`src/include/abrc_pkg.sv`:
```
package abrc_pkg;
  // Register word indices; byte address is index times four
  localparam int unsigned APB_AW        = 10;
  localparam int unsigned BYTE_SHIFT    = 2;
  localparam logic [7:0]  IDX_CODEC_CLK = 8'h03;
  localparam logic [7:0]  IDX_TX_CTRL   = 8'h04;
  localparam logic [7:0]  IDX_RX_CTRL   = 8'h05;
  localparam logic [7:0]  IDX_BYPASS    = 8'h06;
  localparam logic [7:0]  IDX_HDR_CTRL  = 8'h07;
  localparam logic [7:0]  IDX_ADC_MISC  = 8'h08;

  // Codec clock routing fields
  localparam int unsigned CCK_DIR    = 0;
  localparam int unsigned CCK_SEL_LO = 1;
  localparam int unsigned CCK_SEL_HI = 2;
  // Transmitter fields
  localparam int unsigned TX_FMT    = 1;
  localparam int unsigned TX_RATIO  = 2;
  localparam int unsigned TX_SEL_LO = 3;
  localparam int unsigned TX_SEL_HI = 5;
  // Receiver fields
  localparam int unsigned RX_RECOVERED_MASTER_CLOCK  = 0;
  localparam int unsigned RX_FMT   = 1;
  localparam int unsigned RX_RATIO = 2;
  localparam int unsigned RX_MS    = 3;
  localparam int unsigned RX_RST   = 4;
  // Bypass fields
  localparam int unsigned BY_AUX    = 4;
  localparam int unsigned BY_DSPDAC = 6;
  localparam int unsigned BY_BYPASS = 7;
  // Header fields
  localparam int unsigned HD_MCLK   = 0;
  localparam int unsigned HD_SEL_LO = 3;
  localparam int unsigned HD_SEL_HI = 5;
  // ADC and divider fields
  localparam int unsigned AM_RST      = 0;
  localparam int unsigned AM_FMT      = 1;
  localparam int unsigned AM_DIV_SEL  = 2;
  localparam int unsigned AM_DIV_EN   = 3;
  localparam int unsigned INT_DIV_SEL = 4;
  localparam int unsigned INT_DIV_EN  = 5;

  // Implemented bits per register
  localparam logic [7:0] MASK_CODEC_CLK = 8'h07;
  localparam logic [7:0] MASK_TX_CTRL   = 8'h3E;
  localparam logic [7:0] MASK_RX_CTRL   = 8'h1F;
  localparam logic [7:0] MASK_BYPASS    = 8'hD0;
  localparam logic [7:0] MASK_HDR_CTRL  = 8'h39;
  localparam logic [7:0] MASK_ADC_MISC  = 8'h3F;

  // Reset values
  localparam logic [7:0] RST_CODEC_CLK = 8'h06;
  localparam logic [7:0] RST_TX_CTRL   = 8'h20;
  localparam logic [7:0] RST_RX_CTRL   = 8'h18;
  localparam logic [7:0] RST_BYPASS    = 8'hC0;
  localparam logic [7:0] RST_HDR_CTRL  = 8'h00;
  localparam logic [7:0] RST_ADC_MISC  = 8'h01;

  // Select codes
  localparam logic [1:0] CCK_SEL_DSP = 2'h2;
  localparam logic [1:0] CCK_SEL_TDM = 2'h3;
  localparam logic [2:0] TX_SEL_ADC1 = 3'h4;
  localparam logic [2:0] TX_SEL_ADC2 = 3'h5;
  localparam logic [2:0] TX_SEL_ADC3 = 3'h6;
  localparam logic [2:0] TX_SEL_EXT  = 3'h7;
  localparam logic [2:0] HD_SEL_RAW  = 3'h0;
  localparam logic [2:0] HD_SEL_ADC1 = 3'h1;
  localparam logic [2:0] HD_SEL_ADC2 = 3'h2;
  localparam logic [2:0] HD_SEL_ADC3 = 3'h3;
  localparam logic [2:0] HD_SEL_EXT  = 3'h4;
  localparam logic [2:0] HD_SEL_ADC1B = 3'h5;
  localparam logic [2:0] HD_SEL_ADC2B = 3'h6;
  localparam logic [2:0] HD_SEL_ADC3B = 3'h7;
  // TDM slot positions
  localparam int unsigned SLOT_ADC1 = 0;
  localparam int unsigned SLOT_ADC2 = 1;
  localparam int unsigned SLOT_ADC3 = 2;
  localparam int unsigned SLOT_EXT  = 3;

  // Timing
  localparam int unsigned CLK_PERIOD_PS = 4000;
  localparam int unsigned RST_PULSE_US  = 300;
  localparam int unsigned RST_PULSE_CYC = (RST_PULSE_US * 1000000 + CLK_PERIOD_PS - 1) / CLK_PERIOD_PS;
  // Divider phase counter wrap points (1.5: 2 of 3 cycles, 2.0: 1 of 2)
  localparam logic [1:0] DIV15_LAST = 2'h2;
  localparam logic [1:0] DIV20_LAST = 2'h1;
endpackage

```
`src/design/abrc_routing_ctrl.sv`:
```
// The APB register port was left to the implementer.
`timescale 1ns/10ps
// How it works
// - Codec clock mux: 10 DSP, 11 TDM
// - Direction bit 0 drives codec clock bus
// - Transmitter data from TDM slot, codes 100-111
// - Transmitter ratio bit: 0 256Fs, 1 128Fs
// - Transmitter format bit: 0 LJ, 1 I2S
// - Receiver reset bit, low 300us at init
// - Receiver config change pulses reset 300us
// - Receiver role bit passed straight out as rx_master_mode
// - Receiver ratio bit: 0 256Fs, 1 128Fs
// - Receiver format bit: 0 LJ, 1 I2S
// - Recovered clock buffer enabled when 0
// - Bypass buffer enabled when 0
// - DAC data source exclusive, inverse internal
// - Aux input: external ADC or receiver data
// - Header data raw or TDM slot
// - Header master clock drives bus when 1
// - Internal clock divide by 1.5 or 2.0
// - ADC clock divide by 1.5 or 2.0
// - ADC format change pulses ADC reset
// - ADC reset bit, low 300us init/change
// - All registers readable, reset to defaults
module abrc_routing_ctrl #(
  parameter int unsigned RST_PULSE_CYCLES = abrc_pkg::RST_PULSE_CYC
) (
  input  wire logic                        ref_clk,
  input  wire logic                        rst,
  input  wire logic [abrc_pkg::APB_AW-1:0] paddr,
  input  wire logic                        psel,
  input  wire logic                        penable,
  input  wire logic                        pwrite,
  input  wire logic [31:0]                 pwdata,
  input  wire logic [3:0]                  pstrb,
  output logic      [31:0]                 prdata,
  output logic                             pready,
  output logic                             pslverr,
  input  wire logic                        dsp_bclk,
  input  wire logic                        dsp_lrck,
  input  wire logic                        tdm_bclk,
  input  wire logic                        tdm_lrck,
  input  wire logic [3:0]                  tdm_slot_data,
  input  wire logic                        converter_serial_output,
  input  wire logic                        rx_sdout,
  output logic                             codec_bclk_o,
  output logic                             codec_lrck_o,
  output logic                             codec_clk_oe_n,
  output logic                             tx_data_o,
  output logic                             tx_clock_ratio_select,
  output logic                             tx_serial_format_select,
  output logic                             rx_reset_n,
  output logic                             rx_master_mode,
  output logic                             rx_clock_ratio_select,
  output logic                             rx_serial_format_select,
  output logic                             recovered_clock_drive_n,
  output logic                             bypass_buf_en_n,
  output logic                             dsp_dac_ext_en_n,
  output logic                             fpga_dac_buf_en_n,
  output logic                             adc_aux_ext_en_n,
  output logic                             aux_serial_input_o,
  output logic                             aux_oe_n,
  output logic                             hdr_data_o,
  output logic                             dsp_mclk_drive,
  output logic                             adc_serial_format,
  output logic                             adc_reset_n,
  output logic                             int_clk_en,
  output logic                             adc_clk_en
);

  localparam int unsigned     CW         = $clog2(RST_PULSE_CYCLES + 1);
  localparam logic [CW-1:0]   PULSE_LOAD = CW'(RST_PULSE_CYCLES);
  localparam logic [CW-1:0]   CNT_ONE    = CW'(1);
  localparam logic [CW-1:0]   CNT_ZERO   = CW'(0);

  logic [7:0]    cck_r, cck_nxt;
  logic [7:0]    tx_r, tx_nxt;
  logic [7:0]    rx_r, rx_nxt;
  logic [7:0]    by_r, by_nxt;
  logic [7:0]    hd_r, hd_nxt;
  logic [7:0]    am_r, am_nxt;
  logic [31:0]   prdata_r, prdata_nxt;
  logic          pslverr_r, pslverr_nxt;
  logic [7:0]    wix;
  logic [7:0]    wdata8;
  logic [7:0]    rd_mux;
  logic          hit;
  logic          wr_en;
  logic          rx_chg;
  logic          adc_chg;
  logic [CW-1:0] rx_cnt_r, rx_cnt_nxt;
  logic [CW-1:0] am_cnt_r, am_cnt_nxt;
  logic          rx_rst_n_r, rx_rst_n_nxt;
  logic          am_rst_n_r, am_rst_n_nxt;
  logic [1:0]    div_en;
  logic [1:0]    div_sel;
  logic [1:0]    div_pulse;
  logic          bclk_r, bclk_nxt;
  logic          lrck_r, lrck_nxt;
  logic          txd_r, txd_nxt;
  logic          hdr_r, hdr_nxt;
  logic          aux_r, aux_nxt;

  // Address decode: word aligned, six mapped words
  assign wix    = paddr[abrc_pkg::APB_AW-1:abrc_pkg::BYTE_SHIFT];
  assign wdata8 = pwdata[7:0];
  always_comb begin
    hit    = 1'b0;
    rd_mux = 8'h00;
    if (paddr[abrc_pkg::BYTE_SHIFT-1:0] == '0) begin
      case (wix)
        abrc_pkg::IDX_CODEC_CLK: begin
          hit    = 1'b1;
          rd_mux = cck_r;
        end
        abrc_pkg::IDX_TX_CTRL: begin
          hit    = 1'b1;
          rd_mux = tx_r;
        end
        abrc_pkg::IDX_RX_CTRL: begin
          hit    = 1'b1;
          rd_mux = rx_r;
        end
        abrc_pkg::IDX_BYPASS: begin
          hit    = 1'b1;
          rd_mux = by_r;
        end
        abrc_pkg::IDX_HDR_CTRL: begin
          hit    = 1'b1;
          rd_mux = hd_r;
        end
        abrc_pkg::IDX_ADC_MISC: begin
          hit    = 1'b1;
          rd_mux = am_r;
        end
        default: begin
          hit    = 1'b0;
          rd_mux = 8'h00;
        end
      endcase
    end
  end

  // Zero wait state slave; write lands in the access cycle
  assign pready = 1'b1;
  assign wr_en  = psel & penable & pwrite & pstrb[0] & hit;

  // Register file next state; reserved bits are never stored
  always_comb begin
    cck_nxt = cck_r;
    tx_nxt  = tx_r;
    rx_nxt  = rx_r;
    by_nxt  = by_r;
    hd_nxt  = hd_r;
    am_nxt  = am_r;
    if (wr_en) begin
      case (wix)
        abrc_pkg::IDX_CODEC_CLK: cck_nxt = wdata8 & abrc_pkg::MASK_CODEC_CLK;
        abrc_pkg::IDX_TX_CTRL:   tx_nxt  = wdata8 & abrc_pkg::MASK_TX_CTRL;
        abrc_pkg::IDX_RX_CTRL:   rx_nxt  = wdata8 & abrc_pkg::MASK_RX_CTRL;
        abrc_pkg::IDX_BYPASS:    by_nxt  = wdata8 & abrc_pkg::MASK_BYPASS;
        abrc_pkg::IDX_HDR_CTRL:  hd_nxt  = wdata8 & abrc_pkg::MASK_HDR_CTRL;
        abrc_pkg::IDX_ADC_MISC:  am_nxt  = wdata8 & abrc_pkg::MASK_ADC_MISC;
        default:                 cck_nxt = cck_r;
      endcase
    end
  end

  // Read data and error are captured in the setup cycle
  always_comb begin
    prdata_nxt  = prdata_r;
    pslverr_nxt = pslverr_r;
    if (psel && !penable) begin
      prdata_nxt  = {24'h00_0000, rd_mux};
      pslverr_nxt = ~hit;
    end
  end

  // Register file and bus response flops
  always_ff @(posedge ref_clk or posedge rst) begin
    if (rst) begin
      cck_r     <= abrc_pkg::RST_CODEC_CLK;
      tx_r      <= abrc_pkg::RST_TX_CTRL;
      rx_r      <= abrc_pkg::RST_RX_CTRL;
      by_r      <= abrc_pkg::RST_BYPASS;
      hd_r      <= abrc_pkg::RST_HDR_CTRL;
      am_r      <= abrc_pkg::RST_ADC_MISC;
      prdata_r  <= 32'h0000_0000;
      pslverr_r <= 1'b0;
    end else begin
      cck_r     <= cck_nxt;
      tx_r      <= tx_nxt;
      rx_r      <= rx_nxt;
      by_r      <= by_nxt;
      hd_r      <= hd_nxt;
      am_r      <= am_nxt;
      prdata_r  <= prdata_nxt;
      pslverr_r <= pslverr_nxt;
    end
  end
  assign prdata  = prdata_r;
  assign pslverr = pslverr_r;

  // Change detectors for the automatic reset pulses
  assign rx_chg  = rx_nxt[abrc_pkg::RX_MS:abrc_pkg::RX_FMT] != rx_r[abrc_pkg::RX_MS:abrc_pkg::RX_FMT];
  assign adc_chg = am_nxt[abrc_pkg::AM_FMT] != am_r[abrc_pkg::AM_FMT];

  // Reset pulse counters; reload on each change, so pulses stretch
  always_comb begin
    rx_cnt_nxt = rx_cnt_r;
    am_cnt_nxt = am_cnt_r;
    if (rx_chg) begin
      rx_cnt_nxt = PULSE_LOAD;
    end else if (rx_cnt_r != CNT_ZERO) begin
      rx_cnt_nxt = rx_cnt_r - CNT_ONE;
    end
    if (adc_chg) begin
      am_cnt_nxt = PULSE_LOAD;
    end else if (am_cnt_r != CNT_ZERO) begin
      am_cnt_nxt = am_cnt_r - CNT_ONE;
    end
    rx_rst_n_nxt = rx_nxt[abrc_pkg::RX_RST] & (rx_cnt_nxt == CNT_ZERO);
    am_rst_n_nxt = am_nxt[abrc_pkg::AM_RST] & (am_cnt_nxt == CNT_ZERO);
  end

  // Counters start loaded so both resets are low after init
  always_ff @(posedge ref_clk or posedge rst) begin
    if (rst) begin
      rx_cnt_r   <= PULSE_LOAD;
      am_cnt_r   <= PULSE_LOAD;
      rx_rst_n_r <= 1'b0;
      am_rst_n_r <= 1'b0;
    end else begin
      rx_cnt_r   <= rx_cnt_nxt;
      am_cnt_r   <= am_cnt_nxt;
      rx_rst_n_r <= rx_rst_n_nxt;
      am_rst_n_r <= am_rst_n_nxt;
    end
  end
  assign rx_reset_n  = rx_rst_n_r;
  assign adc_reset_n = am_rst_n_r;

  // Divider controls: index 0 internal logic, index 1 external ADC
  assign div_en[0]  = am_r[abrc_pkg::INT_DIV_EN];
  assign div_sel[0] = am_r[abrc_pkg::INT_DIV_SEL];
  assign div_en[1]  = am_r[abrc_pkg::AM_DIV_EN];
  assign div_sel[1] = am_r[abrc_pkg::AM_DIV_SEL];

  // Master clock dividers as enable pulses; undivided when disabled
  for (genvar g = 0; g < 2; g++) begin : g_div
    logic [1:0] cnt_r, cnt_nxt;
    logic [1:0] last;
    always_comb begin
      last    = div_sel[g] ? abrc_pkg::DIV20_LAST : abrc_pkg::DIV15_LAST;
      cnt_nxt = (cnt_r >= last) ? 2'h0 : cnt_r + 2'h1;
      if (!div_en[g]) begin
        div_pulse[g] = 1'b1;
      end else if (div_sel[g]) begin
        div_pulse[g] = (cnt_r == 2'h0);
      end else begin
        div_pulse[g] = (cnt_r != abrc_pkg::DIV15_LAST);
      end
    end
    always_ff @(posedge ref_clk or posedge rst) begin
      if (rst) begin
        cnt_r <= 2'h0;
      end else begin
        cnt_r <= cnt_nxt;
      end
    end
  end
  assign int_clk_en = div_pulse[0];
  assign adc_clk_en = div_pulse[1];

  // Routing muxes for sub-clocks and serial data
  always_comb begin
    bclk_nxt = 1'b0;
    lrck_nxt = 1'b0;
    txd_nxt  = 1'b0;
    hdr_nxt  = 1'b0;
    unique case (cck_r[abrc_pkg::CCK_SEL_HI:abrc_pkg::CCK_SEL_LO])
      abrc_pkg::CCK_SEL_DSP: begin
        bclk_nxt = dsp_bclk;
        lrck_nxt = dsp_lrck;
      end
      abrc_pkg::CCK_SEL_TDM: begin
        bclk_nxt = tdm_bclk;
        lrck_nxt = tdm_lrck;
      end
      default: begin
        bclk_nxt = 1'b0;
        lrck_nxt = 1'b0;
      end
    endcase
    unique case (tx_r[abrc_pkg::TX_SEL_HI:abrc_pkg::TX_SEL_LO])
      abrc_pkg::TX_SEL_ADC1: txd_nxt = tdm_slot_data[abrc_pkg::SLOT_ADC1];
      abrc_pkg::TX_SEL_ADC2: txd_nxt = tdm_slot_data[abrc_pkg::SLOT_ADC2];
      abrc_pkg::TX_SEL_ADC3: txd_nxt = tdm_slot_data[abrc_pkg::SLOT_ADC3];
      abrc_pkg::TX_SEL_EXT:  txd_nxt = tdm_slot_data[abrc_pkg::SLOT_EXT];
      default:               txd_nxt = 1'b0;
    endcase
    unique case (hd_r[abrc_pkg::HD_SEL_HI:abrc_pkg::HD_SEL_LO])
      abrc_pkg::HD_SEL_RAW:   hdr_nxt = converter_serial_output;
      abrc_pkg::HD_SEL_ADC1:  hdr_nxt = tdm_slot_data[abrc_pkg::SLOT_ADC1];
      abrc_pkg::HD_SEL_ADC2:  hdr_nxt = tdm_slot_data[abrc_pkg::SLOT_ADC2];
      abrc_pkg::HD_SEL_ADC3:  hdr_nxt = tdm_slot_data[abrc_pkg::SLOT_ADC3];
      abrc_pkg::HD_SEL_EXT:   hdr_nxt = tdm_slot_data[abrc_pkg::SLOT_EXT];
      abrc_pkg::HD_SEL_ADC1B: hdr_nxt = tdm_slot_data[abrc_pkg::SLOT_ADC1];
      abrc_pkg::HD_SEL_ADC2B: hdr_nxt = tdm_slot_data[abrc_pkg::SLOT_ADC2];
      abrc_pkg::HD_SEL_ADC3B: hdr_nxt = tdm_slot_data[abrc_pkg::SLOT_ADC3];
    endcase
    aux_nxt = by_r[abrc_pkg::BY_AUX] & rx_sdout;
  end

  // Routed signals leave through flops
  always_ff @(posedge ref_clk or posedge rst) begin
    if (rst) begin
      bclk_r <= 1'b0;
      lrck_r <= 1'b0;
      txd_r  <= 1'b0;
      hdr_r  <= 1'b0;
      aux_r  <= 1'b0;
    end else begin
      bclk_r <= bclk_nxt;
      lrck_r <= lrck_nxt;
      txd_r  <= txd_nxt;
      hdr_r  <= hdr_nxt;
      aux_r  <= aux_nxt;
    end
  end
  assign codec_bclk_o       = bclk_r;
  assign codec_lrck_o       = lrck_r;
  assign tx_data_o          = txd_r;
  assign hdr_data_o         = hdr_r;
  assign aux_serial_input_o = aux_r;

  // Buffer controls and converter mode lines straight from registers
  assign codec_clk_oe_n          = cck_r[abrc_pkg::CCK_DIR];
  assign tx_clock_ratio_select   = tx_r[abrc_pkg::TX_RATIO];
  assign tx_serial_format_select = tx_r[abrc_pkg::TX_FMT];
  assign rx_master_mode          = rx_r[abrc_pkg::RX_MS];
  assign rx_clock_ratio_select   = rx_r[abrc_pkg::RX_RATIO];
  assign rx_serial_format_select = rx_r[abrc_pkg::RX_FMT];
  assign recovered_clock_drive_n = rx_r[abrc_pkg::RX_RECOVERED_MASTER_CLOCK];
  assign bypass_buf_en_n         = by_r[abrc_pkg::BY_BYPASS];
  assign dsp_dac_ext_en_n        = by_r[abrc_pkg::BY_DSPDAC];
  assign fpga_dac_buf_en_n       = ~by_r[abrc_pkg::BY_DSPDAC];
  assign adc_aux_ext_en_n        = by_r[abrc_pkg::BY_AUX];
  assign aux_oe_n                = ~by_r[abrc_pkg::BY_AUX];
  assign dsp_mclk_drive          = hd_r[abrc_pkg::HD_MCLK];
  assign adc_serial_format       = am_r[abrc_pkg::AM_FMT];
endmodule

```
`config.mk`:
```
export PLATFORM = sky130hd
export DESIGN_NAME = abrc_routing_ctrl
export DESIGN_NICKNAME = d
export VERILOG_FILES = /design/src/include/abrc_pkg.sv /design/src/design/abrc_routing_ctrl.sv
export SDC_FILE = /design/constraint.sdc
export NUM_CORES = 1
export LEC_CHECK = 0
export ABC_AREA = 1
export BUFFER_PORTS_ARGS = -buffer_cell sky130_fd_sc_hd__buf_2
export CAP_MARGIN = 5
export CORE_MARGIN = 3
export CORE_UTILIZATION = 54
export DETAILED_ROUTE_END_ITERATION = 10
export PLACE_DENSITY = 0.81
export RECOVER_POWER = 100
export SYNTH_ARGS = -nofsm -noshare
export SYNTH_HDL_FRONTEND = slang
export SYNTH_SLANG_ARGS = --single-unit
```
`constraint.sdc`:
```
create_clock -name ref_clk -period 3.19 [get_ports ref_clk]
set_clock_uncertainty 0.15 [all_clocks]
set_input_delay 0.1595 -clock ref_clk [delete_from_list [all_inputs] [get_ports ref_clk]]
set_output_delay 0.1595 -clock ref_clk [all_outputs]
set_load 0.05 [all_outputs]
```
# After elaboration in Yosys (flattened, before gate mapping)
# Index checks and enable logic that the tools add are counted.
dict set report word_totals {
  in_bits 61
  wordCells 104
  memories 0
  regBits 80
  latch_bits 0
  rom_bits 0
  output_inout_bits 57
  ramBits 0
}
dict set report classes {
  n_eq_ne 23
  n_lt_le_gt_ge 2
  n_bitwise 10
  reduce_logical 20
  multipliers 0
  n_mux 24
  addsub 4
  div_mod_pow 0
  shifts 0
}
# op count
set op_table {}
lappend op_table {{$mux W17} 4}
lappend op_table {{$pmux W8 S6} 1}
lappend op_table {{$logic_not A17 Y1} 2}
lappend op_table {{$reduce_bool A17 Y1} 2}
lappend op_table {{$sub A17 B1 Y17 const B} 2}
lappend op_table {{$eq A8 B3 Y1 const B} 4}
lappend op_table {{$eq A3 B3 Y1 const B} 8}
lappend op_table {{$mux W2} 6}
lappend op_table {{$reduce_and A2 Y1} 6}
lappend op_table {{$mux W5} 2}
lappend op_table {{$eq A8 B2 Y1 const B} 1}
lappend op_table {{$eq A8 B4 Y1 const B} 1}
lappend op_table {{$mux W8} 1}
lappend op_table {{$and A1 B1 Y1} 7}
lappend op_table {{$eq A3 B2 Y1 const B} 2}
lappend op_table {{$logic_not A2 Y1} 3}
lappend op_table {{$mux W1} 6}
lappend op_table {{$reduce_or A2 Y1} 3}
lappend op_table {{$reduce_or A6 Y1} 1}
lappend op_table {{$pmux W1 S5} 1}
lappend op_table {{$add A2 B1 Y2 const B} 2}
lappend op_table {{$eq A2 B2 Y1 const B} 2}
lappend op_table {{$ge A2 B2 Y1} 2}
lappend op_table {{$ne A2 B2 Y1 const B} 2}
lappend op_table {{9 further kinds} 12}

# Logic depth before layout (Yosys ltp)
dict set report depth {
  depth_word 10
  ltp_mapped 16
}

# Worst setup path before layout
# Ideal clock, no wire load.
dict set report synth_path {
  path_type {reg-to-reg}
  startpoint {register am_cnt_r[0]}
  endpoint {register am_rst_n_r, in the netlist adc_reset_n}
  required_time_ns 2.969
  stages_incl_launch_ff 12
  setup_ns 0.071
  slack_ns 1.116
  n_path_buf 1
  arrival_ns 1.852
  cell_sequence {dfrtp_1 -> inv_1 -> ha_1 -> nand2_1 -> nor2_1 -> nand3_1 -> clkbuf_1 -> o21ai_0 -> nand4_1 -> nor2_1 -> nand3_1 -> nor2_1}
}
dict set report synth_between {
  elab_chain_len 5
}
# element line_no
set synth_rtl {}
lappend synth_rtl {{from (decl)} abrc_routing_ctrl.sv:92} ;# logic [CW-1:0] am_cnt_r, am_cnt_nxt;
lappend synth_rtl {{from (signal assigned)} abrc_routing_ctrl.sv:235} ;# am_cnt_r <= am_cnt_nxt;
lappend synth_rtl {{$sub A17 B1 Y17 or $reduce_bool A17 Y1 (tied branches)} {abrc_routing_ctrl.sv:220, abrc_routing_ctrl.sv:219}}
lappend synth_rtl {{$mux W17 *} abrc_routing_ctrl.sv:219} ;# end else if (am_cnt_r != CNT_ZERO) begin
lappend synth_rtl {{$mux W17 *} abrc_routing_ctrl.sv:217} ;# if (adc_chg) begin
lappend synth_rtl {{$logic_not A17 Y1 *} abrc_routing_ctrl.sv:223} ;# am_rst_n_nxt = am_nxt[abrc_pkg::AM_RST] & (am_cnt_nxt == CNT_ZERO);
lappend synth_rtl {{$and A1 B1 Y1 *} abrc_routing_ctrl.sv:223}
lappend synth_rtl {{named net am_rst_n_nxt} abrc_routing_ctrl.sv:94} ;# logic am_rst_n_r, am_rst_n_nxt;
lappend synth_rtl {{to (signal assigned)} abrc_routing_ctrl.sv:237} ;# am_rst_n_r <= am_rst_n_nxt;
lappend synth_rtl {{to (decl)} abrc_routing_ctrl.sv:94}
# The timed path passes the listed nets; every way through them passes the cells marked *.
# A chain may end at the register's enable or synchronous reset.

# Worst setup path after layout
dict set report layout_path {
  startpoint {input port penable}
  endpoint {register am_rst_n_r, in the netlist adc_reset_n}
}
dict set report layout_between {
  elab_chain_len 9
}
# element line_no
set layout_rtl {}
lappend layout_rtl {{from (decl)} abrc_routing_ctrl.sv:32} ;# input wire logic penable,
lappend layout_rtl {{$and A1 B1 Y1 * (4 in a row)} abrc_routing_ctrl.sv:146} ;# assign wr_en = psel & penable & pwrite & pstrb[0] & hit;
lappend layout_rtl {{$mux W2 *} abrc_routing_ctrl.sv:156} ;# if (wr_en) begin
lappend layout_rtl {{$ne A1 B1 Y1} abrc_routing_ctrl.sv:206} ;# assign adc_chg = am_nxt[abrc_pkg::AM_FMT] != am_r[abrc_pkg::AM_FMT];
lappend layout_rtl {{$mux W17} abrc_routing_ctrl.sv:217}
lappend layout_rtl {{$logic_not A17 Y1} abrc_routing_ctrl.sv:223}
lappend layout_rtl {{$and A1 B1 Y1 *} abrc_routing_ctrl.sv:223}
lappend layout_rtl {{named net am_rst_n_nxt} abrc_routing_ctrl.sv:94}
# Marked as above.

==> results.md <==
* Status: complete, but fails checks
* Violated checks: max-capacitance violations, max-slew violations
* Initial core utilization at 0.560
* Cell Pwr Density at 410 nW/um2
* Layout fillers at 723
* Crit-path most repeated cell: nand3_1
* Post-synth cell types at between 40 and 50
* Static Leakage at 2.70 nW
* Unrepaired setup endpoints after global routing: no
* Tmin final at 2.74 ns
* Row count at 33
* Final #Nets at 756
* Ratio of final minimum period to clock period at 0.860
* Crit path kind: input pin to flip-flop
* Switch Pwr at between 0.6 and 0.7 mW
* CTS tree: yes
* Critical Path Start Type: input pin
* Slew Viols, Final at 45
* Global route overflow at 0
* Max Cap Viol at 1
* Number of synthesized register bits at 80
* Via count at 4191
* Initial DRC count at 262
* Max incr delay on CP at 0.52 ns
* Deepest clock path buffer count at 2
* Vias in the first global route at 4048
* Seq pwr share at 0.494
* CP Data Required Time at about 3.3 ns
* HPWL Detailed at 8130 um
* Die width at 98.8 um
* Critical Path End Type: flip-flop
* Routed len/inst at 13.8 um
* Post-synthesis average cell area at 7.76 um2
* Pin count of the biggest net entering global routing at 45
* Post-synthesis cell count at around 600
* Hold path depth at 5
* Slew headroom at -0.279
* # IOs at 118
* Root Buffer: clkbuf_8
* R2R Path Start: rx_cnt_r[0]
* Post-Route Utilization at 0.642
* Die ar. at 9760 um2
* N_diodes at 0
* R2R setup slack at 0.66 ns
* Final Hold Viols at 0
* TNS Setup at 0 ns
* Sequential share of the synthesized area at 0.437
* F_max at roughly 360 MHz
* Final setup margin at 0.446 ns
* Clock Power Share at 0.396
* Hold Crit Start: tdm_slot_data[1]
* DRT antenna net count at 0
* Cell area after synthesis at 4650 um2
* Logic pwr share at 0.109
* Antenna violations before repair at 0
* Post-Route WL at 11100 um
* WP data arrival at around 2.9 ns
* Hold Path Class: input pin to flip-flop
* Worst Max-Slew Pin Slew at 1.91 ns
* Yosys warnings at 0
* Final setup vio count at 0
* R2r endpoint: rx_reset_n
* Crit-path cells: dlygate4sd3_1 -> buf_2 -> inv_1 -> nor3_1 -> nand3_4 -> nor2_2 -> nand3_1 -> nand2_4 -> inv_2 -> nand3_1 -> nand3_2 -> nor2_1
* Placer congestion estimate at 0.958
* Drt drc at 0
* Hold Crit Endpoint: tx_data_o
* Peak VDD IR at between 0.3 and 0.4 mV
* Core area at 8300 um2
* Sw frac at 0.281
* Pre-CTS worst setup slack at approximately 0.64 ns
* First-pass GRT wire length at 18600 um
* # Post-CTS Setup Buffers at 0
* Slowest-stage cell, CP: dlygate4sd3_1
* Area grow syn2layout at 14.5%
* Pint at 1.57 mW
* Cts bufs inserted at 9
* Drt pass-1 iters at 5
* Fraction of final layout cells sized beyond drive strength 1 at 0.146
* H-tree depth at 3
* GRT Overall Usage at 0.234
* CP max FO at 12
* Die height at 98.8 um
* Hold slack at roughly 0.028 ns
* Routed vias/inst at 5.25
* Worst Reg2Reg Path Length in Cells at 14
* Clock slew at reported path FFs at 0.09 ns
* Port Buffers at 65
* TritonCTS Sinks at 80
* Clock latency on the worst-skew pair at about 0.36 ns
routing by layer:
metal	part of all wire	GRT usage
met4	0.023	0.0777
met1	0.42	0.307
met3	0.080	0.0524
met5	0	0
met2	0.47	0.386
cell type report:
| cell class | instances | area, um2 | share of cell area |
|---|---|---|---|
| Multi-Input combinational cell | 427 | 2130 | 0.400 |
| Sequential cell | 80 | 2030 | 0.382 |
| Timing Repair Buffer | 86 | 484 | 0.0909 |
| Inverter | 85 | 320 | 0.0602 |
| Tap cell | 105 | 131 | 0.0247 |
| Clock buffer | 9 | 124 | 0.0233 |
| Clock inverter | 7 | 101 | 0.0190 |
per-stage QoR:
step	cells	total power [mW]	instance area [um2]
floorplan	622	1.29	4740
global placement	765	1.32	5000
detailed placement	765	1.32	5000
CTS	799	2.20	5410
global route	799	2.26	5330
finish	799	2.18	5330
placed cells by master (no fill, tap or decap), drive strengths merged, types with 15 or more instances in the layout:
master and n:
buf 34, clkbuf 43, conb 25, dfrtp 56
dfstp 24, dlygate4sd3 18, inv 86, nand2 149
nand3 27, nor2 87, nor3 15, o21ai 45
xor2 18
kinds of logic after synthesis:
group,Yosys count,share of synthesized area
simple gates,299,0.293
buf+inv,115,0.118
flops,80,0.437
compound gates,72,0.0872
xor+xnor,24,0.0452
fa+ha+maj,6,0.0161
other cells,2,0.00162
mux,1,0.00215
cell usage after synthesis (all sizes together):
| cell | count | area share |
|---|---|---|
| a22o | 1 | 0.0019 |
| nor4 | 5 | 0.0067 |
| nor4b | 1 | 0.0032 |
| clkbuf | 2 | 0.0016 |
| xor2 | 18 | 0.034 |
| ha | 6 | 0.016 |
| a221oi | 4 | 0.0075 |
| xnor2 | 6 | 0.011 |
| clkinv | 1 | 0.00081 |
| nand2 | 149 | 0.13 |
| mux2i | 1 | 0.0022 |
| nor2 | 87 | 0.077 |
| nor3 | 15 | 0.016 |
| inv | 84 | 0.068 |
| o21ai | 45 | 0.048 |
| o211ai | 2 | 0.0032 |
| buf | 28 | 0.048 |
| conb | 2 | 0.0016 |
| o21a | 1 | 0.0016 |
| and2 | 1 | 0.0013 |
| o21bai | 1 | 0.0016 |
| nand3b | 1 | 0.0016 |
| a21oi | 10 | 0.012 |
| or2 | 4 | 0.0054 |
| nand4 | 9 | 0.012 |
| nand3 | 27 | 0.042 |
| a21boi | 2 | 0.0032 |
| dfstp | 24 | 0.14 |
| dfrtp | 56 | 0.30 |
| o22ai | 6 | 0.0081 |
worst max-delay path: cells and delay by family:
family        cells  cell delay, ns
buf+inv           4            0.80
simple gates      8            1.93
sequential cells by signal, indices dropped and copies added (netlist names):
register	cells
codec_bclk_o	1
rx_reset_n	1
tx_data_o	1
adc_reset_n	1
g_div.cnt_r	4
aux_serial_input_o	1
hd_r	4
by_r	3
am_cnt_r	17
pslverr	1
prdata	8
codec_lrck_o	1
rx_cnt_r	17
hdr_data_o	1
rx_r	5
cck_r	3
tx_r	5
am_r	6
what timing repair did:
action,in CTS,in global routing
gates resized for setup,0,0
hold buffers,18,0
endpoints found under the hold margin,56,0
setup endpoints to repair,0,0
worst max path at each step:
stage	startpoint	to	depth (start not counted)
after floorplan	rst	adc_reset_n	1
after global placement	penable	adc_reset_n	12
after detailed placement	penable	adc_reset_n	12
after CTS	penable	adc_reset_n	13
after global routing	rst	am_r[4]	4
final	penable	adc_reset_n	12
power groups by stage:
stage               registers [mW]  logic [mW]  clock network [mW]
global route                  1.08       0.267               0.914
global placement              1.10       0.221                   0
CTS                           1.08       0.243               0.875
finish                        1.08       0.239               0.865
floorplan                     1.10       0.186                   0
detailed placement            1.10       0.226                   0
No activity file was read; power rests on OpenSTA's default activity.
